--- config.mk ---
export PLATFORM = sky130hd
export DESIGN_NAME = dio_router
export DESIGN_NICKNAME = d
export VERILOG_FILES = /design/src/hdl/dio_pkg.sv /design/src/hdl/dio_router.sv
export SDC_FILE = /design/constraint.sdc
export NUM_CORES = 2
export LEC_CHECK = 0
export ABC_AREA = 1
export BUFFER_PORTS_ARGS = -buffer_cell sky130_fd_sc_hd__buf_2
export CELL_PAD_IN_SITES_DETAIL_PLACEMENT = 1
export CELL_PAD_IN_SITES_GLOBAL_PLACEMENT = 1
export CORE_UTILIZATION = 45
export CTS_CLUSTER_SIZE = 28
export DETAILED_ROUTE_END_ITERATION = 8
export MAX_ROUTING_LAYER = met4
export PLACE_DENSITY_LB_ADDON = 0.1
export SYNTH_ARGS = -nofsm -noshare
export SYNTH_HDL_FRONTEND = slang
export SYNTH_SLANG_ARGS = --single-unit
--- constraint.sdc ---
create_clock -name core_clk_i -period 3.55 [get_ports core_clk_i]
set_input_delay 0.71 -clock core_clk_i [delete_from_list [all_inputs] [get_ports core_clk_i]]
set_output_delay 0.71 -clock core_clk_i [all_outputs]
set_load 0.02 [all_outputs]
--- src/hdl/dio_pkg.sv ---
// constants, types and register map of the digital i/o signal router
package dio_pkg;
  localparam int IMG_W = 32;
  localparam int NUM_PIN = 16;
  localparam int NUM_OUT = 2;
  localparam int NUM_ROUTE = NUM_OUT + 1;
  localparam int TICK_W = 17;
  localparam int CLK_PERIOD_NS = 10;
  localparam int SAMPLE_PERIOD_NS = 1000000;
  localparam int SAMPLE_CYCLES = SAMPLE_PERIOD_NS / CLK_PERIOD_NS;
  // register word addresses
  localparam logic [7:0] ADDR_IN_SPECIAL = 8'h00;
  localparam logic [7:0] ADDR_IN_ROUTE_EN = 8'h01;
  localparam logic [7:0] ADDR_OUT_UNUSED = 8'h02;
  localparam logic [7:0] ADDR_OUT_POL = 8'h03;
  localparam logic [7:0] ADDR_OUT_MAN_EN = 8'h04;
  localparam logic [7:0] ADDR_OUT_MAN_VAL = 8'h05;
  localparam logic [7:0] ADDR_OUT_APPLIED = 8'h06;
  localparam logic [7:0] ADDR_OUT_ROUTE_EN = 8'h07;
  localparam logic [7:0] ADDR_LED_CTRL = 8'h08;
  localparam logic [7:0] ADDR_OUT_IMAGE = 8'h09;
  localparam logic [7:0] ADDR_CTRL_WORD = 8'h0a;
  localparam logic [7:0] ADDR_IN_IMAGE = 8'h0b;
  localparam logic [7:0] ADDR_REL_STATE = 8'h0c;
  localparam logic [7:0] ADDR_IN_ROUTE_BASE = 8'h20;
  localparam logic [7:0] ADDR_OUT_ROUTE_BASE = 8'h40;
  localparam logic [7:0] ADDR_OUT_ROUTE_LAST = ADDR_OUT_ROUTE_BASE + 8'(NUM_ROUTE - 1);
  // input source codes; bit 7 of a code inverts the source
  localparam logic [6:0] ISRC_PIN_LAST = 7'h10;
  localparam logic [6:0] ISRC_ENC_A = 7'h44;
  localparam logic [6:0] ISRC_ENC_B = 7'h45;
  localparam logic [6:0] ISRC_ENC_IDX = 7'h46;
  localparam logic [6:0] ISRC_NET = 7'h48;
  localparam int ISRC_INV_BIT = 7;
  // output source codes (high byte of a route entry)
  localparam logic [7:0] OSRC_ONE = 8'h00;
  localparam logic [7:0] OSRC_ENC_FIRST = 8'h02;
  localparam logic [7:0] OSRC_POS_LAST = 8'h0f;
  localparam logic [7:0] OSRC_PWM = 8'h10;
  localparam logic [7:0] OSRC_PWM_INV = 8'h11;
  localparam int OGATE_INV_BIT = 7;
  // bit positions
  localparam int BRAKE_BIT = 0;
  localparam int RELEASE_BIT = 3;
  localparam int LEVEL_BIT0 = 16;
  localparam int LED_GREEN_BIT = 0;
  localparam int LED_RED_BIT = 1;
  // reset values
  localparam logic [31:0] RST_WORD = 32'h0;
  localparam logic [7:0] RST_IN_SEL = 8'h00;
  localparam logic [15:0] RST_ROUTE = 16'h0100;

  typedef struct packed {
    logic [7:0] src;
    logic [7:0] gate;
  } dio_route_type;

  typedef struct packed {
    logic [7:0] addr;
    logic [31:0] wdata;
    logic wr;
    logic rd;
  } dio_bus_req_type;

  typedef struct packed {
    logic enc_a;
    logic enc_b;
    logic enc_idx;
  } dio_enc_type;

  typedef enum logic [1:0] {
    REL_OFF = 2'b00,
    REL_RUN = 2'b01,
    REL_STOP = 2'b10
  } dio_rel_state_type;
endpackage

--- src/hdl/dio_router.sv ---
// digital i/o signal router: input routing, motion release, output drive and routing
//
// Implementation choices: the strobed register port and the register offsets.
`timescale 1ns/1ps
`default_nettype none
module dio_router #(
  parameter int unsigned SAMPLE_CYCLES_P = dio_pkg::SAMPLE_CYCLES
) (
  // clock and reset
  input wire logic core_clk_i,
  input wire logic rst_n_i,
  // register port
  input wire dio_pkg::dio_bus_req_type bus_req_i,
  output logic [31:0] bus_rdata_o,
  // machine pins, asynchronous
  input wire logic [dio_pkg::NUM_PIN-1:0] pin_in_i,
  input wire dio_pkg::dio_enc_type enc_i,
  // controller side, same clock
  input wire logic net_active_i,
  input wire logic pwm_i,
  input wire logic [31:0] encoder_count_value_i,
  input wire logic [31:0] actual_position_value_i,
  // output drivers and leds
  output logic [dio_pkg::NUM_OUT-1:0] out_level_o,
  output logic brake_o,
  output logic pwm_pin_o,
  output logic led_green_en_o,
  output logic led_red_en_o,
  // motion release and input image
  output logic motion_release_o,
  output logic interlock_fault_o,
  output logic [31:0] input_image_word_o
);
  import dio_pkg::*;

  logic wr;
  logic rd;
  logic [7:0] addr;
  logic [31:0] wdata;
  logic [31:0] in_special;
  logic [31:0] pol_mask;
  logic [31:0] man_en;
  logic [31:0] man_val;
  logic [31:0] out_image;
  logic [31:0] ctrl_word;
  logic [31:0] applied;
  logic [31:0] next_applied;
  logic [31:0] next_in_image;
  logic [31:0] rd_word;
  logic in_route_en;
  logic out_route_en;
  logic route_on_write;
  logic [1:0] led_ctrl;
  logic [7:0] in_sel [IMG_W];
  dio_route_type out_route [NUM_ROUTE];
  logic [18:0] sync1;
  logic [18:0] sync2;
  logic [TICK_W-1:0] tick_cnt;
  logic tick;
  logic [1:0][6:0] pv_pulse;
  logic next_pwm_pin;
  dio_rel_state_type rel_state;
  dio_rel_state_type next_rel_state;

  assign wr = bus_req_i.wr;
  assign rd = bus_req_i.rd;
  assign addr = bus_req_i.addr;
  assign wdata = bus_req_i.wdata;
  assign led_green_en_o = led_ctrl[LED_GREEN_BIT];
  assign led_red_en_o = led_ctrl[LED_RED_BIT];
  assign route_on_write = wr && addr == ADDR_IN_ROUTE_EN && wdata[0] && !in_route_en;

  // input source: undefined codes stay low even when the invert bit is set
  function automatic logic in_src_level(input logic [7:0] code, input logic [18:0] src,
                                        input logic net);
    logic v;
    logic def;
    v = 1'b0;
    def = 1'b1;
    if (code[6:0] >= 7'h01 && code[6:0] <= ISRC_PIN_LAST) begin
      v = src[4'(code[6:0] - 7'h01)];
    end else begin
      case (code[6:0])
        7'h00: v = 1'b0;
        ISRC_ENC_A: v = src[18];
        ISRC_ENC_B: v = src[17];
        ISRC_ENC_IDX: v = src[16];
        ISRC_NET: v = net;
        default: def = 1'b0;
      endcase
    end
    return def & (v ^ code[ISRC_INV_BIT]);
  endfunction

  // routed output: source gated by one control word bit
  function automatic logic route_level(input dio_route_type r, input logic [31:0] ctrl,
                                       input logic [13:0] pulses, input logic pwm);
    logic src;
    logic gate;
    src = 1'b0;
    gate = (r.gate[6:5] == 2'b00) ? ctrl[r.gate[4:0]] : 1'b0;
    if (r.src == OSRC_ONE) begin
      src = 1'b1;
    end else if (r.src >= OSRC_ENC_FIRST && r.src <= OSRC_POS_LAST) begin
      src = pulses[4'(r.src - OSRC_ENC_FIRST)];
    end else if (r.src == OSRC_PWM) begin
      src = pwm;
    end else if (r.src == OSRC_PWM_INV) begin
      src = ~pwm;
    end
    return src & (gate ^ r.gate[OGATE_INV_BIT]);
  endfunction

  ////////////////////////////////////////////////////////////////////////////////
  // configuration registers

  always_ff @(posedge core_clk_i or negedge rst_n_i) begin
    if (!rst_n_i) begin
      in_special <= RST_WORD;
      in_route_en <= 1'b0;
      pol_mask <= RST_WORD;
      man_en <= RST_WORD;
      man_val <= RST_WORD;
      out_route_en <= 1'b0;
      led_ctrl <= 2'b00;
      out_image <= RST_WORD;
      ctrl_word <= RST_WORD;
    end else if (wr) begin
      case (addr)
        ADDR_IN_SPECIAL: in_special <= wdata;
        ADDR_IN_ROUTE_EN: in_route_en <= wdata[0];
        ADDR_OUT_POL: pol_mask <= wdata;
        ADDR_OUT_MAN_EN: man_en <= wdata;
        ADDR_OUT_MAN_VAL: man_val <= wdata;
        ADDR_OUT_ROUTE_EN: out_route_en <= wdata[0];
        ADDR_LED_CTRL: led_ctrl <= wdata[1:0];
        ADDR_OUT_IMAGE: out_image <= wdata;
        ADDR_CTRL_WORD: ctrl_word <= wdata;
        default: ;
      endcase
    end
  end

  // one selector per image bit, preloaded on enable to mimic the plain mapping
  always_ff @(posedge core_clk_i or negedge rst_n_i) begin
    if (!rst_n_i) begin
      for (int n = 0; n < IMG_W; n++) begin
        in_sel[n] <= RST_IN_SEL;
      end
    end else if (route_on_write) begin
      for (int n = 0; n < IMG_W; n++) begin
        in_sel[n] <= (n < LEVEL_BIT0) ? 8'(n + 1) : 8'(n - LEVEL_BIT0 + 1);
      end
    end else if (wr && addr[7:5] == ADDR_IN_ROUTE_BASE[7:5]) begin
      in_sel[addr[4:0]] <= wdata[7:0];
    end
  end

  always_ff @(posedge core_clk_i or negedge rst_n_i) begin
    if (!rst_n_i) begin
      for (int k = 0; k < NUM_ROUTE; k++) begin
        out_route[k] <= RST_ROUTE;
      end
    end else if (wr && addr >= ADDR_OUT_ROUTE_BASE && addr <= ADDR_OUT_ROUTE_LAST) begin
      out_route[addr[1:0]] <= wdata[15:0];
    end
  end

  ////////////////////////////////////////////////////////////////////////////////
  // register reads: data in the cycle after the strobe only

  always_comb begin
    rd_word = '0;
    case (addr)
      ADDR_IN_SPECIAL: rd_word = in_special;
      ADDR_IN_ROUTE_EN: rd_word = {31'h0, in_route_en};
      ADDR_OUT_UNUSED: rd_word = '0;
      ADDR_OUT_POL: rd_word = pol_mask;
      ADDR_OUT_MAN_EN: rd_word = man_en;
      ADDR_OUT_MAN_VAL: rd_word = man_val;
      ADDR_OUT_APPLIED: rd_word = applied;
      ADDR_OUT_ROUTE_EN: rd_word = {31'h0, out_route_en};
      ADDR_LED_CTRL: rd_word = {30'h0, led_ctrl};
      ADDR_OUT_IMAGE: rd_word = out_image;
      ADDR_CTRL_WORD: rd_word = ctrl_word;
      ADDR_IN_IMAGE: rd_word = input_image_word_o;
      ADDR_REL_STATE: rd_word = {30'h0, rel_state};
      default: begin
        if (addr[7:5] == ADDR_IN_ROUTE_BASE[7:5]) begin
          rd_word = {24'h0, in_sel[addr[4:0]]};
        end else if (addr >= ADDR_OUT_ROUTE_BASE && addr <= ADDR_OUT_ROUTE_LAST) begin
          rd_word = {16'h0, out_route[addr[1:0]]};
        end
      end
    endcase
  end

  always_ff @(posedge core_clk_i or negedge rst_n_i) begin
    if (!rst_n_i) begin
      bus_rdata_o <= '0;
    end else begin
      bus_rdata_o <= rd ? rd_word : 32'h0;
    end
  end

  ////////////////////////////////////////////////////////////////////////////////
  // input sampling and input image

  always_ff @(posedge core_clk_i or negedge rst_n_i) begin
    if (!rst_n_i) begin
      sync1 <= '0;
      sync2 <= '0;
    end else begin
      sync1 <= {enc_i, pin_in_i};
      sync2 <= sync1;
    end
  end

  // the image samples sync2 only on a tick; a short glitch reaches it only if present in the tick cycle
  always_ff @(posedge core_clk_i or negedge rst_n_i) begin
    if (!rst_n_i) begin
      tick_cnt <= '0;
      tick <= 1'b0;
    end else if (tick_cnt == TICK_W'(SAMPLE_CYCLES_P - 1)) begin
      tick_cnt <= '0;
      tick <= 1'b1;
    end else begin
      tick_cnt <= tick_cnt + 1'b1;
      tick <= 1'b0;
    end
  end

  always_comb begin
    next_in_image = {sync2[15:0], sync2[15:0]};
    if (in_route_en) begin
      for (int n = 0; n < IMG_W; n++) begin
        next_in_image[n] = in_src_level(in_sel[n], sync2, net_active_i);
      end
    end
  end

  always_ff @(posedge core_clk_i or negedge rst_n_i) begin
    if (!rst_n_i) begin
      input_image_word_o <= RST_WORD;
    end else if (tick) begin
      input_image_word_o <= next_in_image;
    end
  end

  ////////////////////////////////////////////////////////////////////////////////
  // motion release

  always_comb begin
    next_rel_state = rel_state;
    case (rel_state)
      REL_OFF, REL_RUN, REL_STOP: begin
        if (!in_special[RELEASE_BIT]) begin
          next_rel_state = REL_OFF;
        end else if (input_image_word_o[RELEASE_BIT]) begin
          next_rel_state = REL_RUN;
        end else begin
          next_rel_state = REL_STOP;
        end
      end
      default: next_rel_state = REL_OFF;
    endcase
  end

  always_ff @(posedge core_clk_i or negedge rst_n_i) begin
    if (!rst_n_i) begin
      rel_state <= REL_OFF;
      motion_release_o <= 1'b1;
      interlock_fault_o <= 1'b0;
    end else begin
      rel_state <= next_rel_state;
      motion_release_o <= next_rel_state != REL_STOP;
      // one pulse on entry, so the fault reaction fires once per drop
      interlock_fault_o <= next_rel_state == REL_STOP && rel_state != REL_STOP;
    end
  end

  ////////////////////////////////////////////////////////////////////////////////
  // count pulses: one pulse per single step up or down, divided by the counter

  for (genvar g = 0; g < 2; g++) begin : g_pulse
    logic [31:0] cur;
    logic [31:0] prev;
    logic [5:0] cnt;
    logic up;
    logic dn;
    logic [5:0] next_cnt;
    assign cur = (g == 0) ? encoder_count_value_i : actual_position_value_i;
    assign up = cur == prev + 32'h1;
    assign dn = cur == prev - 32'h1;
    assign next_cnt = up ? cnt + 6'h1 : (dn ? cnt - 6'h1 : cnt);
    // jumps larger than one step per clock are not counted
    always_ff @(posedge core_clk_i or negedge rst_n_i) begin
      if (!rst_n_i) begin
        prev <= '0;
        cnt <= '0;
      end else begin
        prev <= cur;
        cnt <= next_cnt;
      end
    end
    for (genvar k = 0; k < 7; k++) begin : g_div
      assign pv_pulse[g][k] = (up || dn) &&
                              ((next_cnt & 6'((7'h1 << k) - 7'h1)) == 6'h0);
    end
  end

  ////////////////////////////////////////////////////////////////////////////////
  // output drive; outputs update every clock, far faster than 2 kHz

  always_comb begin
    next_applied = '0;
    next_pwm_pin = pwm_i;
    if (out_route_en) begin
      next_applied[BRAKE_BIT] = out_image[BRAKE_BIT];
      next_pwm_pin = route_level(out_route[0], ctrl_word, pv_pulse, pwm_i);
      for (int i = 0; i < NUM_OUT; i++) begin
        next_applied[LEVEL_BIT0 + i] =
          route_level(out_route[i + 1], ctrl_word, pv_pulse, pwm_i);
      end
    end else begin
      // bits 1 to 15 are left out: only the brake has a special function
      next_applied[BRAKE_BIT] = man_en[BRAKE_BIT] ? man_val[BRAKE_BIT] :
                                out_image[BRAKE_BIT] ^ pol_mask[BRAKE_BIT];
      for (int i = LEVEL_BIT0; i < LEVEL_BIT0 + NUM_OUT; i++) begin
        next_applied[i] = man_en[i] ? man_val[i] : out_image[i] ^ pol_mask[i];
      end
    end
  end

  always_ff @(posedge core_clk_i or negedge rst_n_i) begin
    if (!rst_n_i) begin
      applied <= RST_WORD;
      out_level_o <= '0;
      brake_o <= 1'b0;
      pwm_pin_o <= 1'b0;
    end else begin
      applied <= next_applied;
      out_level_o <= next_applied[LEVEL_BIT0 +: NUM_OUT];
      brake_o <= next_applied[BRAKE_BIT];
      pwm_pin_o <= next_pwm_pin;
    end
  end
endmodule
`default_nettype wire

==> flow_summary.toml <==
[outcome]
outcome = "completed"

[finish]
drive_gt1_share_pct = 13.6
finalNetCount = 7763
fillers = 14100
syn_to_final_growth_pct = 17.3

[clock_network]
h-tree-depth = 3
clk_latency_ps = 700
cts_tree = "yes"
cts_root_buffer = "clkbuf_16"
cts_buffer_depth = 3
cts.sinks = 704
clk_pin_slew_ps = 60
hold_buffers = 0
numCtsBuffers = 86

[logic_synthesis]
synthTopCellsByArea = "dfrtp_1 (35%), nand2_1 (13%), o21ai_0 (8.8%)"
ys_ff_latch = 704
synthArstFlopShare_pct = 100
synthesis.area_um2 = 49800
syn_inst = 7226
synth_top_flop_cell = "dfrtp_1"
synth_edf_count = 0
avgSynthCellArea_um2 = 6.90
synthSimpleGateAreaFrac_pct = 26.2
ys_seq_area_share_pct = 35.4
synth_xor_area_share_pct = 3.74
synth_adder_area_share_pct = 3.51
synth_largest_area_cell = "dfrtp_1"
yosys_warnings = 0
synth_compound_area_share_pct = 21.5
synth_fp_nets = 7495
synth_top_family_by_area = "simple AND/OR/NAND/NOR gates"
synth_cell_types = 66
synth_top_area_share_pct = 35.1
synthMuxAreaShare_pct = 0

[sta]
min_period_over_period_pct = 96.2
slew_headroom_pct = 10.8
fmax_mhz = 293
worst_clock_skew_ps = 27.8
min_period_ps = 3420
slew_violations = 0
finalSetupTns_ps = 0
hold_viol_final = 0
worstMarginPinSlew_ps = 1330
rsz0062_at_grt = "yes"
setup-violations-final = 0

[grt]
grt_pass1_vias = 55400
grt_max_degree = 74
grt_pass1_wl_um = 343000
track_usage_pct = 41.4
overflow = 0
antenna_found_initial = 13

[routing]
avgRoutedWirePerCell_um = 25.4
drt.antenna.violating_nets = 0
first_iter_violations = 4761
num_vias = 55200
viasPerCell = 6.10
first_pass_iters = 6
routed_wl_um = 230000
drc = 0

[floorplan]
core_um2 = 109000
fp.dieW_um = 335
rows = 121
die_height_um = 335
initial_core_util_pct = 45.6
die_area_um2 = 112000
ios = 201

[placement]
hpwl_um = 165000
io_buffers = 200
gp_congestion = 0.985

[hold_path]
hold_class = "input port to asynchronous set/reset pin"

[critical_path]
crit_top_cell = "nand2_1"
critPathMaxStageDelay_ps = 460
cp_slowest_cell = "dfrtp_2"
end_kind = "flip-flop"
startpoint_type = "flip-flop"
required_ps = 4100
reg2regPathDepth = 26
worst-path-max-fanout = 5
worstSetupPathType = "flip-flop to flip-flop"
cp.arrival_ps = 3970

[power]
leakage_nw = 27.3
power_density_nw_per_um2 = 393
total_power_mw = 23.0
ir_worst_vdd_v = 0.000565

[flow_run]
drv_cap = 0
[per-stage QoR]
step	util (%)	hold slack, ps	cell area [um2]	setup WS [ps]	std cells
floorplan	-	331	49800	634	7226
global placement	49.6	332	54200	-127	8847
detailed placement	49.6	336	54200	-197	8847
CTS	52.4	72.5	57300	1.61	9012
global route	53.5	108	58500	-101	9052
finish	53.5	80.2	58500	135	9053
[routing by layer]
metal / routed length, um / global-route usage (%) / up-vias
met5: 0 / - / -
met4: 15600 / 23.6 / 0
met1: 91900 / 51.2 / 27500
met2: 105000 / 65.0 / 2333
li1: - / - / 24700
met3: 17400 / 5.91 / 710
[cell families after synthesis]
kind of cell | after synthesis
AO/OA/AOI/OAI | 1842
XOR/XNOR | 205
adder cells (fa/ha/maj) | 140
buffers and inverters | 1266
flip-flops | 704
AND/OR/NAND/NOR | 3069
[worst max-delay path: cells and delay by family, from the launching register on]
kind	cells	cell delay, ps
buf+inv	4	440
simple gates	22	2370
flops	1	460
[path summary, 6_finish.rpt]
path                               startpoint            endpoint  slack (ps)
setup / recovery           g_pulse[0].prev[0]      out_level_o[0]         130
max in group asynchronous             rst_n_i    motion_release_o        2450
hold reg to reg                     sync1[12]           sync2[12]         330
setup reg to reg           g_pulse[0].prev[0]      out_level_o[0]         130
min in group core_clk_i           pin_in_i[0]            sync1[0]         120
hold / removal                        rst_n_i  g_pulse[0].prev[3]          80
[power breakdown]
part	internal (mW)	switching [mW]	leakage, nW	total (mW)
clock network	5.67	3.98	1.46	9.66
logic	1.40	2.95	17.0	4.35
registers	8.38	0.582	8.84	8.96
total	15.5	7.51	27.3	23.0
[final cells by class]
type                    instances  area, um2  area share, %
flip-flops and latches        704      17700           30.2
repair buffers                544       4170           7.14
inverters                     900       3390           5.80
clock inverters                31        492          0.841
diodes                         10       25.0         0.0428
multi-input cells            5258      28300           48.5
clock buffers                 130       2530           4.33
well taps                    1476       1850           3.16
[cells in the final DEF (no fill, tap or decap), types with 15 or more instances in the layout]
cell / instances
xor2_1: 137
buf_2: 199
buf_4: 295
nand3_1: 310
buf_12: 45
a31oi_1: 53
dfrtp_2: 40
o22ai_1: 128
xnor2_1: 56
ha_1: 136
a221oi_1: 69
clkbuf_1: 24
nand3b_1: 17
a21oi_1: 364
nor3_1: 149
o211ai_1: 30
nor2_1: 575
clkinv_1: 19
nand2_4: 15
clkbuf_8: 19
a211oi_1: 71
a22oi_1: 44
a41oi_1: 16
o311ai_0: 35
nor2_2: 69
nand2_1: 1617
nand4_1: 90
o31ai_1: 25
nor2_4: 61
or2_2: 20
clkbuf_16: 87
o21ai_0: 874
inv_1: 851
o221ai_1: 30
nor4_1: 45
inv_2: 27
a22o_1: 17
nand2_2: 49
dfrtp_1: 660
[cell usage after synthesis, types with 35 or more instances]
| cell type | instances |
|---|---|
| nand4_1 | 90 |
| nor4_1 | 46 |
| nor3_1 | 153 |
| dfrtp_1 | 700 |
| nor2_2 | 35 |
| xor2_1 | 141 |
| o311ai_0 | 35 |
| nand2_1 | 1664 |
| xnor2_1 | 59 |
| inv_1 | 864 |
| a221oi_1 | 69 |
| a31oi_1 | 53 |
| a21oi_1 | 368 |
| nor2_1 | 652 |
| a211oi_1 | 71 |
| clkbuf_1 | 329 |
| nand3_1 | 324 |
| a22oi_1 | 44 |
| ha_1 | 140 |
| o21ai_0 | 881 |
| o22ai_1 | 128 |
[repair_timing]
action,in CTS,in global routing
gates cloned,1,1
pin swaps,3,63
resized for setup,8,264
endpoints found under the setup margin,3,3
buffers inserted,3,30
hold endpoints to repair,0,0
[state kept, by name, summed over array words and instances, names as in the netlist, 2 cells and up]
register            count
in_sel                256
g_pulse.prev           64
out_route              48
bus_rdata_o            32
ctrl_word              32
in_special             32
input_image_word_o     32
man_en                 32
man_val                32
out_image              32
pol_mask               32
sync1                  19
sync2                  19
tick_cnt               17
g_pulse.cnt            12
applied                 2
led_ctrl                2
rel_state               2
Power figures use the tool's default switching activity.
